[src/inc/ssc_defines.svh]
// Constants of the sync code and dark-level fault block: offsets, resets, fields.
// Assumes inclusion by bare name from the package and the design files.
// Contract
// [RULE1] Only low seven frame marker bits writable
// [RULE2] Marker bits: top marker, start, end
// [RULE3] Writable dark pixel tag, reset 0x015
// [RULE4] Writable valid pixel tag, reset 0x035
// [RULE5] Writable check value tag, reset 0x059
// [RULE6] Channel fault flag set on too few samples
// [RULE7] Four read-only fault words, sixteen channels each
// [RULE8] Training word sent while idle, reset 0x3a6
// [RULE9] New code applies from next word only
`ifndef SSC_DEFINES_SVH
`define SSC_DEFINES_SVH

// ==========================================================
// Code word layout
`define SSC_CODE_W 10
`define SSC_FRAME_LSB_W 7
`define SSC_BIT_MARK 9
`define SSC_BIT_START 8
`define SSC_BIT_END 7

// ==========================================================
// Register indices, byte address is four times the index
`define SSC_APB_AW 8
`define SSC_IDX_W 6
`define SSC_IDX_FRAME 6'h03
`define SSC_IDX_DARK 6'h04
`define SSC_IDX_VALID 6'h05
`define SSC_IDX_CHECK 6'h06
`define SSC_IDX_TRAIN 6'h07
`define SSC_IDX_FAULT0 6'h08
`define SSC_IDX_FAULT1 6'h09
`define SSC_IDX_FAULT2 6'h0a
`define SSC_IDX_FAULT3 6'h0b
`define SSC_IDX_SPARE_A 6'h0c
`define SSC_IDX_SPARE_B 6'h0d

// ==========================================================
// Reset values
`define SSC_RST_FRAME 7'h2a
`define SSC_RST_DARK 10'h015
`define SSC_RST_VALID 10'h035
`define SSC_RST_CHECK 10'h059
`define SSC_RST_TRAIN 10'h3a6
`define SSC_RST_SPARE_A 16'h0000
`define SSC_RST_SPARE_B 16'hffff

// ==========================================================
// Sizes
`define SSC_FAULT_CH 64
`define SSC_FIFO_DEPTH 8
`define SSC_CODE_CNT 4
`define SSC_CODE_DARK 0
`define SSC_CODE_VALID 1
`define SSC_CODE_CHECK 2
`define SSC_CODE_TRAIN 3

`endif

[src/inc/ssc_pkg.sv]
// Types shared by the sync code block and its marker queue.
// Assumes ssc_defines.svh sits on the include path.
`include "ssc_defines.svh"

package ssc_pkg;

  // ==========================================================
  // Kinds of marker a requester can queue
  typedef enum logic [2:0] {
    KIND_FRAME_START,
    KIND_FRAME_END,
    KIND_DARK,
    KIND_VALID,
    KIND_CHECK
  } ssc_kind_t;

  // One code word on a data channel
  typedef logic [`SSC_CODE_W-1:0] ssc_code_t;

endpackage : ssc_pkg

[src/inc/ssc_stream_if.sv]
// Valid/ready stream between the sync code block and its marker queue.
// Assumes both ends run on the same clock.
`timescale 1ns/100ps

interface ssc_stream_if #(parameter int W = 3) ();
  logic valid; // Data offered
  logic ready; // Data accepted when valid too
  logic [W-1:0] data; // Payload
  modport src (output valid, output data, input ready);
  modport snk (input valid, input data, output ready);
endinterface : ssc_stream_if

[src/design/ssc_top.sv]
// Sync code registers, dark-level fault flags and the code word emitter.
// Assumes an APB master on clk, a marker requester and a channel
// serialiser on the same clock, and a calibration engine pulsing faults.
//
// Implementation choice: the APB register port.
`timescale 1ns/100ps

`include "ssc_defines.svh"

module ssc_top import ssc_pkg::*; #(
  parameter int FIFO_DEPTH = `SSC_FIFO_DEPTH
) (
  // Clock and reset
  input wire logic clk,
  input wire logic arst_n,
  // APB slave
  input wire logic psel,
  input wire logic penable,
  input wire logic pwrite,
  input wire logic [`SSC_APB_AW-1:0] paddr,
  input wire logic [31:0] pwdata,
  input wire logic [3:0] pstrb,
  output logic [31:0] prdata,
  output logic pready,
  output logic pslverr,
  // Marker requests
  input wire logic mark_valid,
  input wire ssc_kind_t mark_kind,
  output logic mark_ready,
  // Calibration engine
  input wire logic [`SSC_FAULT_CH-1:0] fault_set,
  input wire logic fault_clear,
  // Data channel
  input wire logic chan_ready,
  output logic chan_valid,
  output ssc_code_t chan_word,
  output logic chan_is_marker
);

  // ==========================================================
  // Queue between requester and emitter
  ssc_stream_if #(.W($bits(ssc_kind_t))) push_s ();
  ssc_stream_if #(.W($bits(ssc_kind_t))) pop_s ();

  // Marker queue instance
  ssc_fifo #(
    .W($bits(ssc_kind_t)),
    .DEPTH(FIFO_DEPTH)
  ) u_fifo (
    .clk(clk),
    .arst_n(arst_n),
    .in_s(push_s),
    .out_s(pop_s)
  );

  assign push_s.valid = mark_valid;
  assign push_s.data = mark_kind;
  // Ready comes straight from a flop inside the queue
  assign mark_ready = push_s.ready;

  // ==========================================================
  // Register state
  logic [`SSC_FRAME_LSB_W-1:0] frame_code_reg; // Writable low frame bits
  ssc_code_t code_reg [`SSC_CODE_CNT]; // Dark, valid, check, training
  logic [`SSC_FAULT_CH-1:0] fault_reg; // One flag per channel
  logic pready_reg; // High in the first access cycle
  logic pslverr_reg; // Unmapped or misaligned
  logic [31:0] prdata_reg; // Read data captured at setup

  // Index and reset tables of the four full code words
  localparam logic [`SSC_IDX_W-1:0] CODE_IDX [`SSC_CODE_CNT] = '{
    `SSC_IDX_DARK, `SSC_IDX_VALID, `SSC_IDX_CHECK, `SSC_IDX_TRAIN};
  localparam ssc_code_t CODE_RST [`SSC_CODE_CNT] = '{
    `SSC_RST_DARK, `SSC_RST_VALID, `SSC_RST_CHECK, `SSC_RST_TRAIN};

  // ==========================================================
  // APB decode
  logic [`SSC_IDX_W-1:0] idx; // Word index
  logic setup; // Setup cycle of a transfer
  logic wr_fire; // Write takes effect here
  logic aligned; // Low address bits clear
  logic hit; // Index is mapped
  logic [15:0] rd_word; // Register value before widening

  assign idx = paddr[`SSC_APB_AW-1:2];
  assign aligned = (paddr[1:0] == 2'h0);
  assign setup = psel & ~penable;
  assign wr_fire = psel & penable & pready_reg & pwrite & aligned & hit;

  // Read mux and hit detection
  always_comb begin
    rd_word = 16'h0000;
    hit = 1'b1;
    if (idx == `SSC_IDX_FRAME) begin
      // Fixed upper bits are not stored, they read as zero
      rd_word = {{(16-`SSC_FRAME_LSB_W){1'b0}}, frame_code_reg};
    end else if (idx == `SSC_IDX_DARK) begin
      rd_word = {6'h00, code_reg[`SSC_CODE_DARK]};
    end else if (idx == `SSC_IDX_VALID) begin
      rd_word = {6'h00, code_reg[`SSC_CODE_VALID]};
    end else if (idx == `SSC_IDX_CHECK) begin
      rd_word = {6'h00, code_reg[`SSC_CODE_CHECK]};
    end else if (idx == `SSC_IDX_TRAIN) begin
      rd_word = {6'h00, code_reg[`SSC_CODE_TRAIN]};
    end else if (idx == `SSC_IDX_FAULT0) begin
      rd_word = fault_reg[15:0]; // RULE7
    end else if (idx == `SSC_IDX_FAULT1) begin
      rd_word = fault_reg[31:16];
    end else if (idx == `SSC_IDX_FAULT2) begin
      rd_word = fault_reg[47:32];
    end else if (idx == `SSC_IDX_FAULT3) begin
      rd_word = fault_reg[63:48];
    end else if (idx == `SSC_IDX_SPARE_A) begin
      // Spare words show their reset pattern, writes are dropped
      rd_word = `SSC_RST_SPARE_A;
    end else if (idx == `SSC_IDX_SPARE_B) begin
      rd_word = `SSC_RST_SPARE_B;
    end else begin
      hit = 1'b0;
    end
  end

  // Answer: zero wait states, ready raised for the first access cycle only
  always_ff @(posedge clk or negedge arst_n) begin
    if (!arst_n) begin
      pready_reg <= 1'b0;
      pslverr_reg <= 1'b0;
      prdata_reg <= 32'h0000_0000;
    end else begin
      pready_reg <= setup;
      if (setup) begin
        pslverr_reg <= ~(aligned & hit);
        // Data captured in setup; upper half always reads zero
        prdata_reg <= (!pwrite && aligned && hit) ? {16'h0000, rd_word} : 32'h0000_0000;
      end else begin
        pslverr_reg <= 1'b0;
      end
    end
  end

  assign pready = pready_reg;
  assign pslverr = pslverr_reg;
  assign prdata = prdata_reg;

  // ==========================================================
  // Code registers
  // Frame marker keeps only its low bits; the top three are built
  // by the emitter, so no write can reach them.
  always_ff @(posedge clk or negedge arst_n) begin
    if (!arst_n) begin
      frame_code_reg <= `SSC_RST_FRAME;
    end else if (wr_fire && idx == `SSC_IDX_FRAME && pstrb[0]) begin
      frame_code_reg <= pwdata[`SSC_FRAME_LSB_W-1:0]; // RULE1
    end
  end

  // Dark, valid, check and training codes, lane by lane
  always_ff @(posedge clk or negedge arst_n) begin
    if (!arst_n) begin
      for (int i = 0; i < `SSC_CODE_CNT; i++) begin
        code_reg[i] <= CODE_RST[i]; // RULE3 RULE4 RULE5 RULE8
      end
    end else begin
      for (int i = 0; i < `SSC_CODE_CNT; i++) begin
        if (wr_fire && idx == CODE_IDX[i]) begin
          if (pstrb[0]) code_reg[i][7:0] <= pwdata[7:0];
          if (pstrb[1]) code_reg[i][9:8] <= pwdata[9:8];
        end
      end
    end
  end

  // ==========================================================
  // Dark-level fault flags
  // A set that lands with a clear wins, so no fault is lost
  // when a new calibration run starts in the same cycle.
  always_ff @(posedge clk or negedge arst_n) begin
    if (!arst_n) begin
      fault_reg <= '0;
    end else begin
      fault_reg <= fault_set | (fault_reg & ~{`SSC_FAULT_CH{fault_clear}}); // RULE6
    end
  end

  // ==========================================================
  // Code word emitter
  logic advance; // Output stage free or being taken
  ssc_kind_t head_kind; // Kind at the head of the queue
  ssc_code_t mark_word; // Word built from the head kind
  logic chan_valid_reg; // Word on the channel
  ssc_code_t chan_word_reg; // Word held until taken
  logic chan_is_marker_reg; // Word came from the queue

  assign advance = ~chan_valid_reg | chan_ready;
  assign pop_s.ready = advance;
  assign head_kind = ssc_kind_t'(pop_s.data);

  // Build the marker word from current register values
  always_comb begin
    mark_word = code_reg[`SSC_CODE_TRAIN];
    case (head_kind)
      KIND_FRAME_START: begin
        mark_word = {1'b1, 1'b1, 1'b0, frame_code_reg}; // RULE2
      end
      KIND_FRAME_END: begin
        mark_word = {1'b1, 1'b0, 1'b1, frame_code_reg}; // RULE2
      end
      KIND_DARK: begin
        mark_word = code_reg[`SSC_CODE_DARK]; // RULE3
      end
      KIND_VALID: begin
        mark_word = code_reg[`SSC_CODE_VALID]; // RULE4
      end
      KIND_CHECK: begin
        mark_word = code_reg[`SSC_CODE_CHECK]; // RULE5
      end
      default: begin
        mark_word = code_reg[`SSC_CODE_TRAIN];
      end
    endcase
  end

  // The word is latched once and held while the channel stalls, so
  // a register write never alters a word already on its way out.
  always_ff @(posedge clk or negedge arst_n) begin
    if (!arst_n) begin
      chan_valid_reg <= 1'b0;
      chan_word_reg <= '0;
      chan_is_marker_reg <= 1'b0;
    end else if (advance) begin // RULE9
      chan_valid_reg <= 1'b1;
      if (pop_s.valid) begin
        chan_word_reg <= mark_word;
        chan_is_marker_reg <= 1'b1;
      end else begin
        // Nothing queued: keep the receiver aligned
        chan_word_reg <= code_reg[`SSC_CODE_TRAIN]; // RULE8
        chan_is_marker_reg <= 1'b0;
      end
    end
  end

  assign chan_valid = chan_valid_reg;
  assign chan_word = chan_word_reg;
  assign chan_is_marker = chan_is_marker_reg;
endmodule : ssc_top

[src/design/ssc_fifo.sv]
// Marker queue: DEPTH words in an array plus a registered head word.
// Assumes DEPTH is a power of two; one clock, asynchronous active-low reset.
`timescale 1ns/100ps

`include "ssc_defines.svh"

module ssc_fifo #(
  parameter int W = 3,
  parameter int DEPTH = `SSC_FIFO_DEPTH
) (
  // Clock and reset
  input wire logic clk,
  input wire logic arst_n,
  // Filling side
  ssc_stream_if.snk in_s,
  // Draining side
  ssc_stream_if.src out_s
);
  localparam int AW = $clog2(DEPTH);

  // ==========================================================
  // Storage and pointers
  logic [W-1:0] mem [DEPTH]; // Array, no reset needed
  logic [AW-1:0] wr_ptr_reg; // Next slot to fill
  logic [AW-1:0] rd_ptr_reg; // Next slot to drain
  logic [AW:0] cnt_reg; // Words in the array
  logic [AW:0] cnt_next;
  logic in_ready_reg; // Registered so the top sees a flop
  logic head_valid_reg; // Head word present
  logic [W-1:0] head_reg; // Read data come out of this register
  logic push;
  logic load;

  assign push = in_s.valid & in_ready_reg;
  // Refill the head when it is empty or being taken
  assign load = (cnt_reg != '0) & (~head_valid_reg | out_s.ready);
  assign in_s.ready = in_ready_reg;
  assign out_s.valid = head_valid_reg;
  assign out_s.data = head_reg;

  // Count follows pushes and loads
  always_comb begin
    cnt_next = cnt_reg;
    if (push && !load) begin
      cnt_next = cnt_reg + 1'b1;
    end else if (load && !push) begin
      cnt_next = cnt_reg - 1'b1;
    end
  end

  // Array write
  always_ff @(posedge clk) begin
    if (push) begin
      mem[wr_ptr_reg] <= in_s.data;
    end
  end

  // Pointers, count and ready; ready drops the cycle the array fills
  always_ff @(posedge clk or negedge arst_n) begin
    if (!arst_n) begin
      wr_ptr_reg <= '0;
      rd_ptr_reg <= '0;
      cnt_reg <= '0;
      in_ready_reg <= 1'b0;
    end else begin
      if (push) wr_ptr_reg <= wr_ptr_reg + 1'b1;
      if (load) rd_ptr_reg <= rd_ptr_reg + 1'b1;
      cnt_reg <= cnt_next;
      in_ready_reg <= (cnt_next != (AW+1)'(DEPTH));
    end
  end

  // Head register
  always_ff @(posedge clk or negedge arst_n) begin
    if (!arst_n) begin
      head_valid_reg <= 1'b0;
      head_reg <= '0;
    end else if (load) begin
      head_valid_reg <= 1'b1;
      head_reg <= mem[rd_ptr_reg];
    end else if (out_s.ready) begin
      head_valid_reg <= 1'b0;
    end
  end

endmodule : ssc_fifo

[config.mk]
export PLATFORM = sky130hd
export DESIGN_NAME = ssc_top
export DESIGN_NICKNAME = d
export VERILOG_FILES = /design/src/inc/ssc_pkg.sv /design/src/inc/ssc_stream_if.sv /design/src/design/ssc_top.sv /design/src/design/ssc_fifo.sv
export VERILOG_INCLUDE_DIRS = /design/src /design/src/inc
export SDC_FILE = /design/constraint.sdc
export NUM_CORES = 1
export LEC_CHECK = 0
export BUFFER_PORTS_ARGS = -buffer_cell sky130_fd_sc_hd__buf_2
export CAP_MARGIN = 20
export CORE_UTILIZATION = 35
export CTS_CLUSTER_SIZE = 14
export DETAILED_ROUTE_END_ITERATION = 7
export GPL_TIMING_DRIVEN = 0
export SLEW_MARGIN = 10
export SYNTH_ARGS = -nofsm -noshare
export SYNTH_HDL_FRONTEND = slang
export SYNTH_HIERARCHICAL = 1
export SYNTH_SLANG_ARGS = --single-unit
[constraint.sdc]
create_clock -name clk -period 3.5 [get_ports clk]
set_input_delay 0.35 -clock clk [delete_from_list [all_inputs] [get_ports clk]]
set_output_delay 0.35 -clock clk [all_outputs]
set_load 0.01 [all_outputs]
==> impl_metrics.ini <==
[floorplanning]
die_w_um = 157
placeableCoreArea_um2 = 23500
placementRows = 56
initial_standard_cell_utilization_of_the_core_pct = 35.7
floorplan.die.height_um = 157
die_area_um2 = 24700
floorplan.io_pins = 166

[clock_tree]
postCtsResizedCells = 0
tritoncts = built
tritoncts_num_sinks = 180
cts_max_path_buffers = 2
htree_levels = 4
worst_skew_pair.late_latency_ns = 0.44
cts_buffers = 17
cts.reportedPaths.clkPinSlew_ns = 0.07
root_buffer_selected_by_cts = sky130_fd_sc_hd__clkbuf_16

[placed_design]
gp_routability_congestion = 0.828
detailedPlacementHpwl_um = 16400
portBuffers = 124

[power_and_ir_drop]
combPwrFrac_pct = 22.2
internal_power_mw = 3.89
seq_power_share_pct = 44.0
p_clk_share_pct = 33.7
pwr_density_cell_nw_per_um2 = 560
net-switching-power_mw = 1.77
peakVddDrop_mv = 0.244
p_leak_nw = 4.45
p_sw_share_pct = 31.3

[grt]
grt_antenna_before_repair = 1
grt_pass1_vias = 6051
grt_pass1_wl_um = 34400
track_usage_pct = 18.7
grt_start_max_net_pins = 106
gr-total-overflow = 0

[synthesis]
netlist.area_leader.share_pct = 40.5
synthFlopType = sky130_fd_sc_hd__dfrtp_1
ys_types = 66
synthesis.area_per_instance_um2 = 12.3
synth_top_cell_by_area = sky130_fd_sc_hd__dfrtp_1
synth_warnings = 6
synth-async-reset-ratio_pct = 86.7
yosys-top-cells-area = sky130_fd_sc_hd__dfrtp_1 40%, sky130_fd_sc_hd__edfxtp_1 8.6%, sky130_fd_sc_hd__mux2_2 7.4%
synth-edff-count = 24
netlist_area_um2 = 8410
synth.top_cells.by_count = 136 x sky130_fd_sc_hd__dfrtp_1, 67 x sky130_fd_sc_hd__a21o_1, 55 x sky130_fd_sc_hd__mux2_2
post-synth-top-count-cell = sky130_fd_sc_hd__dfrtp_1
synth_seq_cells = 180
yosysSeqAreaShare_pct = 55.3
syn_inst = 686

[critical_path]
setup.worst_path.start_class = flop
r2r-start = chan_valid
crit_fanout = 10
worst-endpoint-required_ns = 3.80
worst-endpoint-arrival_ns = 2.94
worstRegToRegCells = 8
regToRegSetupSlack_ns = 0.85
critical_r2r_capture = u_fifo/in_s.ready
timing_worst_setup_path_type = reg2reg
end_kind = flop

[sta]
tns_ns = 0
slew_headroom_pct = 42.5
timing.fmax_mhz = 378
setup_viol_count_final = 0
tightest_slew_ns = 0.856
grt_setup_unrepaired = false
hold_violations = 0
holdWs_ns = 0.0883
finalWorstPathRequiredPeriod_ns = 2.65
final.period_utilization_pct = 75.6
report.final.slew_viol_count = 0
fin_skew_ns = 0.0191

[cells_and_area]
finalNetCount = 970
drive_gt1_share_pct = 34.5
largest_register_ffs = 64
synthToLayoutAreaGrowth_pct = 20.4

[hold_path]
number_of_cells_on_the_worst_hold_path = 2
holdCritPathClass = in2reg
whs_endpoint = fault_reg[50]
hold_start = fault_set[50]

[route]
drt-total-wl_um = 22000
route.detailed.vias_per_inst = 5.16
drc = 0
detail_route.first_pass.iterations = 4
overall_via_count_from_detail_route = 6079
initialDrtViolationCount = 369
ant_nets = 0
wire_per_inst_um = 18.7

[run]
timing.max_cap.violations = 0

[status]
run_status = finished, final reports clean
per-layer routing:
| layer | global-route usage [%] | wire length [um] |
|---|---|---|
| met2 | 29.1 | 10500 |
| met3 | 4.54 | 1260 |
| met1 | 25.3 | 9880 |
| met5 | 0 | 0 |
| met4 | 6.38 | 411 |
cells in the final DEF (no fill, tap or decap), drive strengths merged, types with 18 or more instances in the layout:
cell | Yosys | layout
a21o | 67 | 67
a21oi | 22 | 22
buf | 26 | 151
clkbuf | 30 | 47
dfrtp | 136 | 136
dfstp | 20 | 20
edfxtp | 24 | 24
inv | 10 | 18
mux2 | 58 | 58
nand2 | 33 | 33
nor2 | 22 | 22
o21ai | 46 | 46
how the worst max path moves through the flow:
| stage | from | to | slack, ns |
|---|---|---|---|
| floorplan | chan_valid | u_fifo/in_s.ready | 1.22 |
| global placement | arst_n | u_fifo/rd_ptr_reg[0] | -0.36 |
| detailed placement | chan_ready | u_fifo/in_s.ready | 0.73 |
| CTS | chan_valid | u_fifo/in_s.ready | 0.78 |
| global route | chan_valid | u_fifo/in_s.ready | 0.54 |
| finish | chan_valid | u_fifo/in_s.ready | 0.85 |
cell families (layout without fill, tap and decap cells):
logic type	count (synthesis)	after routing	synth area share (%)
compound gates	215	215	18.6
xor+xnor	9	9	0.937
fa+ha+maj	5	5	0.744
buf+inv	66	224	3.91
flops	180	180	55.3
mux	81	81	11.4
other cells	2	18	0.0893
simple gates	128	128	9.03
cell type report:
| class | instances | area [um2] |
|---|---|---|
| Clock inverter | 15 | 164 |
| Antenna cell | 1 | 2.50 |
| Sequential cell | 180 | 4650 |
| Tap cell | 319 | 399 |
| Inverter | 10 | 37.5 |
| Buffer | 56 | 292 |
| Clock buffer | 17 | 425 |
| Fill cell | 2299 | 13400 |
| Multi-Input combinational cell | 455 | 3490 |
| Timing Repair Buffer | 126 | 668 |
worst max-delay path, cell delays in order (launching register included):
cell and delay [ns]:
sky130_fd_sc_hd__dfrtp_1 0.33, sky130_fd_sc_hd__nor2b_1 0.28, sky130_fd_sc_hd__clkbuf_1 0.40, sky130_fd_sc_hd__inv_1 0.09, sky130_fd_sc_hd__nor2b_1 0.35, sky130_fd_sc_hd__o21ai_1 0.22
sky130_fd_sc_hd__o22ai_2 0.21, sky130_fd_sc_hd__xor2_1 0.19, sky130_fd_sc_hd__or4b_1 0.46
power by group through the flow:
stage | Clock (mW) | Sequential, mW | Combinational, mW
after floorplan | 0 | 2.53 | 0.827
after global placement | 0 | 2.54 | 1.25
after detailed placement | 0 | 2.54 | 1.28
after CTS | 1.96 | 2.50 | 1.29
after global routing | 2.05 | 2.53 | 1.41
final | 1.91 | 2.50 | 1.26
through the flow:
stage          power [mW]  instances  instance area, um2  utilization, %  setup slack [ns]
2_1_floorplan        3.36        701                8470               -              1.22
3_3_place_gp         3.79       1144                9490            40.3            -0.362
3_5_place_dp         3.82       1145                9530            40.5             0.731
4_1_cts              5.75       1178               10100            43.0             0.785
5_1_grt              5.99       1178               10100            43.0             0.541
6_report             5.67       1179               10100            43.0             0.855
timing repair:
item,4_1_cts,5_1_grt
hold buffers,1,0
setup endpoints to repair,0,0
setup buffers,0,0
endpoints found under the hold margin,51,0
Power figures use the tool's default switching activity.
